### config.mk
export PLATFORM = sky130hd
export DESIGN_NAME = sbf_core
export DESIGN_NICKNAME = d
export VERILOG_FILES = /design/src/shared/sbf_pkg.sv /design/src/core/sbf_core.sv
export SDC_FILE = /design/constraint.sdc
export NUM_CORES = 1
export LEC_CHECK = 0
export ABC_AREA = 0
export BUFFER_PORTS_ARGS = -buffer_cell sky130_fd_sc_hd__buf_4
export CORE_MARGIN = 2
export CORE_UTILIZATION = 35
export CTS_CLUSTER_SIZE = 8
export DETAILED_ROUTE_END_ITERATION = 7
export PLACE_DENSITY = 0.63
export SETUP_SLACK_MARGIN = 0.05
export SLEW_MARGIN = 20
export SYNTH_ARGS = -nofsm -noshare
export SYNTH_HDL_FRONTEND = slang
export SYNTH_SLANG_ARGS = --single-unit
### constraint.sdc
create_clock -name clk_i -period 3.2 [get_ports clk_i]
set_input_delay 0.16 -clock clk_i [delete_from_list [all_inputs] [get_ports clk_i]]
set_output_delay 0.16 -clock clk_i [all_outputs]
set_load 0.02 [all_outputs]
### src/shared/sbf_pkg.sv
/*
  Constants, field layout and types for the serial bit-rate and status flag block.
  Assumes an APB master with byte addresses and 32-bit data.
*/
package sbf_pkg;
  // Register byte offsets
  localparam logic [7:0] OFS_CTRL1 = 8'h00;
  localparam logic [7:0] OFS_CTRL2 = 8'h04;
  localparam logic [7:0] OFS_RATE = 8'h08;
  localparam logic [7:0] OFS_FLAGS = 8'h0C;
  localparam logic [7:0] OFS_DATA = 8'h10;
  // First control register fields
  localparam int C1_EN = 6;
  localparam int C1_TXIE = 5;
  localparam int C1_MASTER_SELECT = 4;
  localparam int C1_SELECT_OUTPUT_ENABLE = 1;
  // Second control register fields
  localparam int C2_FDEN = 4;
  localparam logic [7:0] C2_MASK = 8'h1B;
  // Rate register fields
  localparam int RT_PRE_LSB = 4;
  localparam int RT_DIV_LSB = 0;
  localparam logic [7:0] RT_MASK = 8'h77;
  // Flag register fields
  localparam int FL_RXF = 7;
  localparam int FL_TXE = 5;
  localparam int FL_MODE_FAULT_FLAG = 4;
  localparam logic [7:0] FL_ZERO_MASK = 8'h4F;
  // Reset values
  localparam logic [7:0] CTRL1_RST = 8'h00;
  localparam logic [7:0] CTRL2_RST = 8'h00;
  localparam logic [7:0] RATE_RST = 8'h00;
  // Idle write to shifter move bound, in bus cycles
  localparam int TX_MOVE_CYC = 2;

  typedef struct packed {
    logic en;
    logic txie;
    logic master_select;
    logic select_output_enable;
    logic fden;
  } sbf_mode_s;

  typedef enum logic [1:0] {
    XS_IDLE = 2'b01,
    XS_BUSY = 2'b10
  } sbf_xfer_e;
endpackage

### src/core/sbf_core.sv
/*
  Bit-rate generator, transmit/receive buffer flags and mode fault for a
  byte-wide serial interface, with an APB register slave.
  Assumes a separate shifter that takes xfer_start_o/tx_byte_o, counts
  bit_edge_o and reports xfer_done_i with rx_byte_i, all on clk_i.
*/
// Implementation choices: the APB interface to the registers and the address map.
`timescale 1ns/1ns

////////////////////////////////////////////////////////////////////////////////
// Operation
// - Rate bits 6:4 pick prescale divisor, code plus one, one to eight.
// - Prescaler runs from bus clock and feeds the second divider.
// - Rate bits 2:0 pick divider two to the power code plus one.
// - Second divider output is the serial bit clock in master mode.
// - Rate register readable and writable at any time, never blocked.
// - Flag bits 6,3,2,1,0 read zero; flag writes change nothing.
// - Receive-full bit 7 sets when a transfer completes.
// - Receive-full clears by flag read while set, then data read.
// - Transmit-empty bit 5 is one when the transmit buffer has room.
// - Transmit-empty clears by flag read while set, then data write.
// - Data writes without a preceding flag read showing empty are discarded.
// - Transmit request raised while transmit-empty and its enable are set.
// - Transmit-empty sets when a byte moves from buffer to shifter.
// - Idle interface moves a written byte so empty sets within two cycles.
// - On transfer end a queued byte moves; with none, nothing moves.
// - Mode-fault bit 4 sets when master sees select input low.
// - Mode fault only with master, fault detect on, select output off.
// - Mode fault clears by flag read while set, then first control register write.
// - Disable aborts transfer, empties buffers, clears receive, sets empty.
// - Master select one means master, zero means slave.
// - Unread receive byte is kept; a newer byte is lost silently.
module sbf_core (
  // Clock, reset, enable
  input wire logic clk_i,
  input wire logic srst_i,
  input wire logic en_i,
  // APB slave
  input wire logic psel_i,
  input wire logic penable_i,
  input wire logic pwrite_i,
  input wire logic [7:0] paddr_i,
  input wire logic [31:0] pwdata_i,
  output logic [31:0] prdata_o,
  output logic pready_o,
  output logic pslverr_o,
  // Shifter side
  input wire logic xfer_done_i,
  input wire logic [7:0] rx_byte_i,
  output logic xfer_start_o,
  output logic [7:0] tx_byte_o,
  output logic [7:0] ctrl1_o,
  // Link side
  input wire logic ss_n_i,
  output logic bit_clk_o,
  output logic bit_edge_o,
  output logic tx_irq_o
);

  ////////////////////////////////////////////////////////////////////////////
  // Register bus decode
  logic acc;
  logic setup;
  logic hit_c1;
  logic hit_c2;
  logic hit_rt;
  logic hit_fl;
  logic hit_dt;
  logic mapped;
  logic wr;
  logic rd;
  logic [7:0] ctrl1_ff;
  logic [7:0] ctrl2_ff;
  logic [7:0] rate_ff;
  logic [7:0] rd_ff;
  logic [7:0] nxt_rd;
  logic [7:0] flags;
  logic [7:0] rx_buf_ff;
  logic [7:0] tx_buf_ff;
  logic [7:0] shift_byte_ff;
  logic rx_full_ff;
  logic rx_arm_ff;
  logic tx_full_ff;
  logic tx_arm_ff;
  logic mode_fault_flag_ff;
  logic mode_fault_flag_arm_ff;
  logic xfer_start_ff;
  logic data_wr_ok;
  logic move;
  logic mode_fault_flag_det;
  sbf_pkg::sbf_mode_s mode;
  sbf_pkg::sbf_xfer_e xs_ff;

  assign acc = psel_i & penable_i & en_i;
  assign setup = psel_i & ~penable_i;
  assign hit_c1 = (paddr_i == sbf_pkg::OFS_CTRL1);
  assign hit_c2 = (paddr_i == sbf_pkg::OFS_CTRL2);
  assign hit_rt = (paddr_i == sbf_pkg::OFS_RATE);
  assign hit_fl = (paddr_i == sbf_pkg::OFS_FLAGS);
  assign hit_dt = (paddr_i == sbf_pkg::OFS_DATA);
  assign mapped = hit_c1 | hit_c2 | hit_rt | hit_fl | hit_dt;
  assign wr = acc & pwrite_i & mapped;
  assign rd = acc & ~pwrite_i & mapped;
  // No wait states: every access ends in one access cycle unless frozen
  assign pready_o = en_i;
  assign pslverr_o = acc & ~mapped;
  assign prdata_o = {24'h00_0000, rd_ff};

  assign mode.en = ctrl1_ff[sbf_pkg::C1_EN];
  assign mode.txie = ctrl1_ff[sbf_pkg::C1_TXIE];
  assign mode.master_select = ctrl1_ff[sbf_pkg::C1_MASTER_SELECT];
  assign mode.select_output_enable = ctrl1_ff[sbf_pkg::C1_SELECT_OUTPUT_ENABLE];
  assign mode.fden = ctrl2_ff[sbf_pkg::C2_FDEN];
  assign ctrl1_o = ctrl1_ff;

  assign flags = {rx_full_ff, 1'b0, ~tx_full_ff, mode_fault_flag_ff, 4'h0};

  ////////////////////////////////////////////////////////////////////////////
  // Control and rate registers
  always_ff @(posedge clk_i) begin
    if (srst_i) begin
      ctrl1_ff <= sbf_pkg::CTRL1_RST;
      ctrl2_ff <= sbf_pkg::CTRL2_RST;
      rate_ff <= sbf_pkg::RATE_RST;
    end else if (wr) begin
      if (hit_c1) begin
        ctrl1_ff <= pwdata_i[7:0];
      end
      if (hit_c2) begin
        ctrl2_ff <= pwdata_i[7:0] & sbf_pkg::C2_MASK;
      end
      if (hit_rt) begin
        rate_ff <= pwdata_i[7:0] & sbf_pkg::RT_MASK;
      end
    end
  end

  // Read data is sampled in the setup cycle; arming uses this same value,
  // so software is only armed by a flag it actually saw.
  always_comb begin
    nxt_rd = 8'h00;
    if (hit_c1) begin
      nxt_rd = ctrl1_ff;
    end else if (hit_c2) begin
      nxt_rd = ctrl2_ff;
    end else if (hit_rt) begin
      nxt_rd = rate_ff;
    end else if (hit_fl) begin
      nxt_rd = flags;
    end else if (hit_dt) begin
      nxt_rd = rx_buf_ff;
    end
  end

  always_ff @(posedge clk_i) begin
    if (srst_i) begin
      rd_ff <= 8'h00;
    end else if (en_i && setup) begin
      rd_ff <= pwrite_i ? 8'h00 : nxt_rd;
    end
  end

  ////////////////////////////////////////////////////////////////////////////
  // Transmit buffer and shifter occupancy
  assign data_wr_ok = wr & hit_dt & tx_arm_ff & mode.en;
  assign move = mode.en & tx_full_ff & ((xs_ff == sbf_pkg::XS_IDLE) | xfer_done_i);

  always_ff @(posedge clk_i) begin
    if (srst_i) begin
      tx_arm_ff <= 1'b0;
    end else if (en_i) begin
      if (!mode.en) begin
        tx_arm_ff <= 1'b0;
      end else if (rd && hit_fl && rd_ff[sbf_pkg::FL_TXE]) begin
        tx_arm_ff <= 1'b1;
      end else if (wr && hit_dt) begin
        tx_arm_ff <= 1'b0;
      end
    end
  end

  always_ff @(posedge clk_i) begin
    if (srst_i) begin
      tx_full_ff <= 1'b0;
      tx_buf_ff <= 8'h00;
    end else if (en_i) begin
      if (!mode.en) begin
        tx_full_ff <= 1'b0;
      end else if (data_wr_ok) begin
        tx_full_ff <= 1'b1;
        tx_buf_ff <= pwdata_i[7:0];
      end else if (move) begin
        tx_full_ff <= 1'b0;
      end
    end
  end

  always_ff @(posedge clk_i) begin
    if (srst_i) begin
      xs_ff <= sbf_pkg::XS_IDLE;
      xfer_start_ff <= 1'b0;
      shift_byte_ff <= 8'h00;
    end else if (en_i) begin
      xfer_start_ff <= move;
      if (move) begin
        shift_byte_ff <= tx_buf_ff;
      end
      if (!mode.en) begin
        xs_ff <= sbf_pkg::XS_IDLE;
      end else begin
        unique case (xs_ff)
          sbf_pkg::XS_IDLE: begin
            if (move) begin
              xs_ff <= sbf_pkg::XS_BUSY;
            end
          end
          sbf_pkg::XS_BUSY: begin
            if (xfer_done_i && !move) begin
              xs_ff <= sbf_pkg::XS_IDLE;
            end
          end
          default: begin
            xs_ff <= sbf_pkg::XS_IDLE;
          end
        endcase
      end
    end
  end

  assign xfer_start_o = xfer_start_ff;
  assign tx_byte_o = shift_byte_ff;
  assign tx_irq_o = ~tx_full_ff & mode.txie;

  ////////////////////////////////////////////////////////////////////////////
  // Receive buffer
  always_ff @(posedge clk_i) begin
    if (srst_i) begin
      rx_full_ff <= 1'b0;
      rx_buf_ff <= 8'h00;
    end else if (en_i) begin
      if (!mode.en) begin
        rx_full_ff <= 1'b0;
      end else if (xfer_done_i) begin
        rx_full_ff <= 1'b1;
        if (!rx_full_ff) begin
          rx_buf_ff <= rx_byte_i;
        end
      end else if (rd && hit_dt && rx_arm_ff) begin
        rx_full_ff <= 1'b0;
      end
    end
  end

  always_ff @(posedge clk_i) begin
    if (srst_i) begin
      rx_arm_ff <= 1'b0;
    end else if (en_i) begin
      if (!mode.en) begin
        rx_arm_ff <= 1'b0;
      end else if (rd && hit_fl && rd_ff[sbf_pkg::FL_RXF]) begin
        rx_arm_ff <= 1'b1;
      end else if (rd && hit_dt) begin
        rx_arm_ff <= 1'b0;
      end
    end
  end

  ////////////////////////////////////////////////////////////////////////////
  // Mode fault
  assign mode_fault_flag_det = mode.master_select & mode.fden & ~mode.select_output_enable & ~ss_n_i;

  always_ff @(posedge clk_i) begin
    if (srst_i) begin
      mode_fault_flag_ff <= 1'b0;
      mode_fault_flag_arm_ff <= 1'b0;
    end else if (en_i) begin
      if (mode_fault_flag_det) begin
        mode_fault_flag_ff <= 1'b1;
      end else if (wr && hit_c1 && mode_fault_flag_arm_ff) begin
        mode_fault_flag_ff <= 1'b0;
      end
      if (rd && hit_fl && rd_ff[sbf_pkg::FL_MODE_FAULT_FLAG]) begin
        mode_fault_flag_arm_ff <= 1'b1;
      end else if (wr && hit_c1) begin
        mode_fault_flag_arm_ff <= 1'b0;
      end
    end
  end

  ////////////////////////////////////////////////////////////////////////////
  // Bit-rate generator
  logic [2:0] pre_cnt_ff;
  logic [6:0] div_cnt_ff;
  logic bit_clk_ff;
  logic run;
  logic pre_wrap;
  logic div_last;
  logic [7:0] half;

  assign run = mode.en & mode.master_select & (xs_ff == sbf_pkg::XS_BUSY);
  assign pre_wrap = (pre_cnt_ff == rate_ff[sbf_pkg::RT_PRE_LSB +: 3]);
  // Half a bit period is two to the power code prescaler ticks
  assign half = 8'h01 << rate_ff[sbf_pkg::RT_DIV_LSB +: 3];
  assign div_last = ({1'b0, div_cnt_ff} == 8'(half - 8'h01));
  // The restart cycle resets the counters, so no toggle and no edge pulse there
  assign bit_edge_o = run & ~xfer_start_ff & pre_wrap & div_last;
  assign bit_clk_o = bit_clk_ff;

  always_ff @(posedge clk_i) begin
    if (srst_i) begin
      pre_cnt_ff <= 3'h0;
      div_cnt_ff <= 7'h00;
      bit_clk_ff <= 1'b0;
    end else if (en_i) begin
      if (!run || xfer_start_ff) begin
        pre_cnt_ff <= 3'h0;
        div_cnt_ff <= 7'h00;
        bit_clk_ff <= 1'b0;
      end else if (pre_wrap) begin
        pre_cnt_ff <= 3'h0;
        if (div_last) begin
          div_cnt_ff <= 7'h00;
          bit_clk_ff <= ~bit_clk_ff;
        end else begin
          div_cnt_ff <= div_cnt_ff + 7'h01;
        end
      end else begin
        pre_cnt_ff <= pre_cnt_ff + 3'h1;
      end
    end
  end
endmodule // sbf_core

==> results.json <==
{
  "wl_met1_um": 4000,
  "synth_common_cells": "dfxtp_1 (70), nor2_1 (53), mux2i_1 (41)",
  "final_area_um2": 4160,
  "ys_seq_area_frac": 0.403,
  "synth_cell_type_count": 56,
  "critPathBufInv": 2,
  "period_share": 0.746,
  "io_buffer_count": 61,
  "drtAntennaViolNets": 0,
  "setup_viol": 0,
  "viasPerCell": 5.11,
  "drc_errors": 0,
  "clk_pin_slew_ns": 0.08,
  "tightest_slew_ns": 0.802,
  "dr.pass1.iters": 6,
  "synth_edf_count": 0,
  "cts_num_sinks": 70,
  "gp_congestion": 0.854,
  "leakage_nw": 1.82,
  "status": "complete, no violations",
  "met3_length_um": 664,
  "fp.dieH_um": 104,
  "ir_drop_uv": 338,
  "diodes": 0,
  "grt_pass1_vias": 2925,
  "start_kind": "register",
  "slowest_delay_ns": 0.53,
  "r2r_cells": 6,
  "highest_layer": "met4",
  "synthArstFlopShare": 0,
  "cts-hold-fix-buffers": 0,
  "crit_slowest_cell": "dfxtp_1",
  "maxSlewHeadroom": 0.465,
  "crit_cells": 6,
  "synth_area_leaders": "dfxtp_1 (40%), mux2i_1 (12%), nor2_1 (5.7%)",
  "cts_resized": 0,
  "path_class": "reg2out",
  "cts_setup_buffers": 0,
  "ios": 110,
  "cts_tree": "built",
  "critPathCaptureType": "output port",
  "grt_max_degree": 66,
  "synth.top_cell.area_share": 0.403,
  "design.core.area_um2": 9730,
  "fp.dieW_um": 104,
  "num_rows": 36,
  "final_nets": 516,
  "ys_warn_count": 0,
  "area_growth_pct": 19.6,
  "ff2ff_setup_slack_ns": 0.94,
  "ys_seq_elements": 70,
  "ys.flop_type": "dfxtp_1",
  "finalSetupTns_ns": 0,
  "drv_cap": 0,
  "grt_pass1_wl_um": 14300,
  "clock_tree.buffer_depth": 2,
  "grt_setup_unrepaired": "false",
  "critPathTopFamily": "simple AND/OR/NAND/NOR gates",
  "final_util": 0.428,
  "power_density_nw_per_um2": 428,
  "vias": 3046,
  "maxSlewViolCount": 0,
  "cp_cell_sequence": "or4b_1 > a41oi_2 > o32ai_1 > buf_4 > nor3_1 > buf_4",
  "dp_hpwl_um": 6140,
  "antenna_found_initial": 0,
  "grtUsageTotal": 0.163,
  "crit_arrival_ns": 2.23,
  "drt_iter0_drc": 192,
  "dpl.cell_count": 580,
  "hp-class": "in2reg",
  "netlist_instances": 406,
  "cts-root-buf": "clkbuf_8",
  "crit_path_frequent_cell": "buf_4",
  "placed_area_um2": 3940,
  "critPathMaxFanout": 12,
  "fmax_mhz": 419,
  "start_util": 0.358,
  "wl_met2_um": 3930,
  "synth.most_common_cell": "dfxtp_1",
  "syn_area_per_cell_um2": 8.57,
  "drt-total-wl_um": 8640,
  "wl_per_cell_um": 14.5,
  "hold_viol": 0,
  "whs_path_depth": 3,
  "yosys.area.top_type": "dfxtp_1",
  "synth.cell_area_um2": 3480,
  "crit_required_ns": 3.04,
  "die_area_um2": 10800,
  "cts_htree_levels": 3,
  "overflow": 0,
  "drive_gt1_frac": 0.188,
  "clock_latency_ns": 0.34,
  "fin_skew_ns": 0.0112,
  "fin_cells": 596,
  "cts_made_buffers": 9,
  "fin_crit_ns": 2.39
}
## registers in the layout, indices dropped and copies added, names as in the netlist, 2 cells and up
| signal | flops |
|---|---|
| ctrl1_o | 8 |
| ctrl2_ff | 4 |
| div_cnt_ff | 7 |
| pre_cnt_ff | 3 |
| rate_ff | 6 |
| rd_ff | 8 |
| rx_buf_ff | 8 |
| tx_buf_ff | 8 |
| tx_byte_o | 8 |
| xs_ff | 2 |
## metrics by stage
| step | power (mW) | hold slack [ns] | worst slack [ns] |
|---|---|---|---|
| after global placement | 1.01 | 0.407 | 0.731 |
| after floorplan | 0.984 | 0.296 | 1.09 |
| after CTS | 1.80 | 0.0492 | 0.770 |
| after detailed placement | 1.01 | 0.421 | 0.674 |
| after global routing | 1.85 | 0.0560 | 0.600 |
| final | 1.78 | 0.0566 | 0.812 |
## tightest hold or removal path, stage by stage
cell and delay (ns):
buf_4 0.11, nand2_1 0.04, a21oi_1 0.05
## power breakdown
group / switching, mW / internal (mW)
sequential: 0.00105 / 0.871
combinational: 0.0820 / 0.0384
clock: 0.347 / 0.441
## worst paths after layout
check,start,endpoint
hold / removal,rx_byte_i[5],rx_buf_ff[5]
hold reg to reg,rx_buf_ff[3],rx_buf_ff[3]
setup reg to reg,rate_ff[1],bit_clk_o
setup / recovery,rate_ff[1],bit_edge_o
## area by class of cell
type | count | area (um2)
inverters | 12 | 45.0
multi-input cells | 300 | 1840
clock buffers | 9 | 124
flip-flops and latches | 70 | 1400
clock inverters | 7 | 97.6
repair buffers | 65 | 488
well taps | 133 | 166
fillers | 1000 | 5570
## placed cells by master (no fill, tap or decap), drive strengths merged, types with 3 or more instances in the layout
| cell type | instances |
|---|---|
| dfxtp | 70 |
| buf | 65 |
| nor2 | 53 |
| mux2i | 41 |
| nand2 | 38 |
| a21oi | 25 |
| conb | 24 |
| o21ai | 14 |
| inv | 12 |
| nor3 | 11 |
| clkbuf | 9 |
| nand3 | 8 |
| a22oi | 8 |
| a31oi | 6 |
| nor2b | 5 |
| and3 | 4 |
| xnor2 | 4 |
| nand4 | 4 |
| o211ai | 4 |
| nor4 | 4 |
| or4 | 3 |
| a32o | 3 |
| o2111ai | 3 |
| and2 | 3 |
| clkinv | 3 |
## logic make-up after synthesis
family,Yosys count,share of synthesized area
AOI/OAI and AO/OA,74,0.137
xor gates and xnor gates,6,0.0151
adders and majority gates,2,0.00719
buffers and inverters,59,0.0935
DFF,70,0.403
muxes,43,0.128
other,1,0.00108
and+or+nand+nor,151,0.215
## routing by layer
metal  GRT usage  vias to the layer above
li1            -                     1496
met1       0.212                     1437
met2       0.264                      109
met3      0.0548                        4
met4      0.0328                        0
met5           0                        -
(Power assumes the default switching activity.)
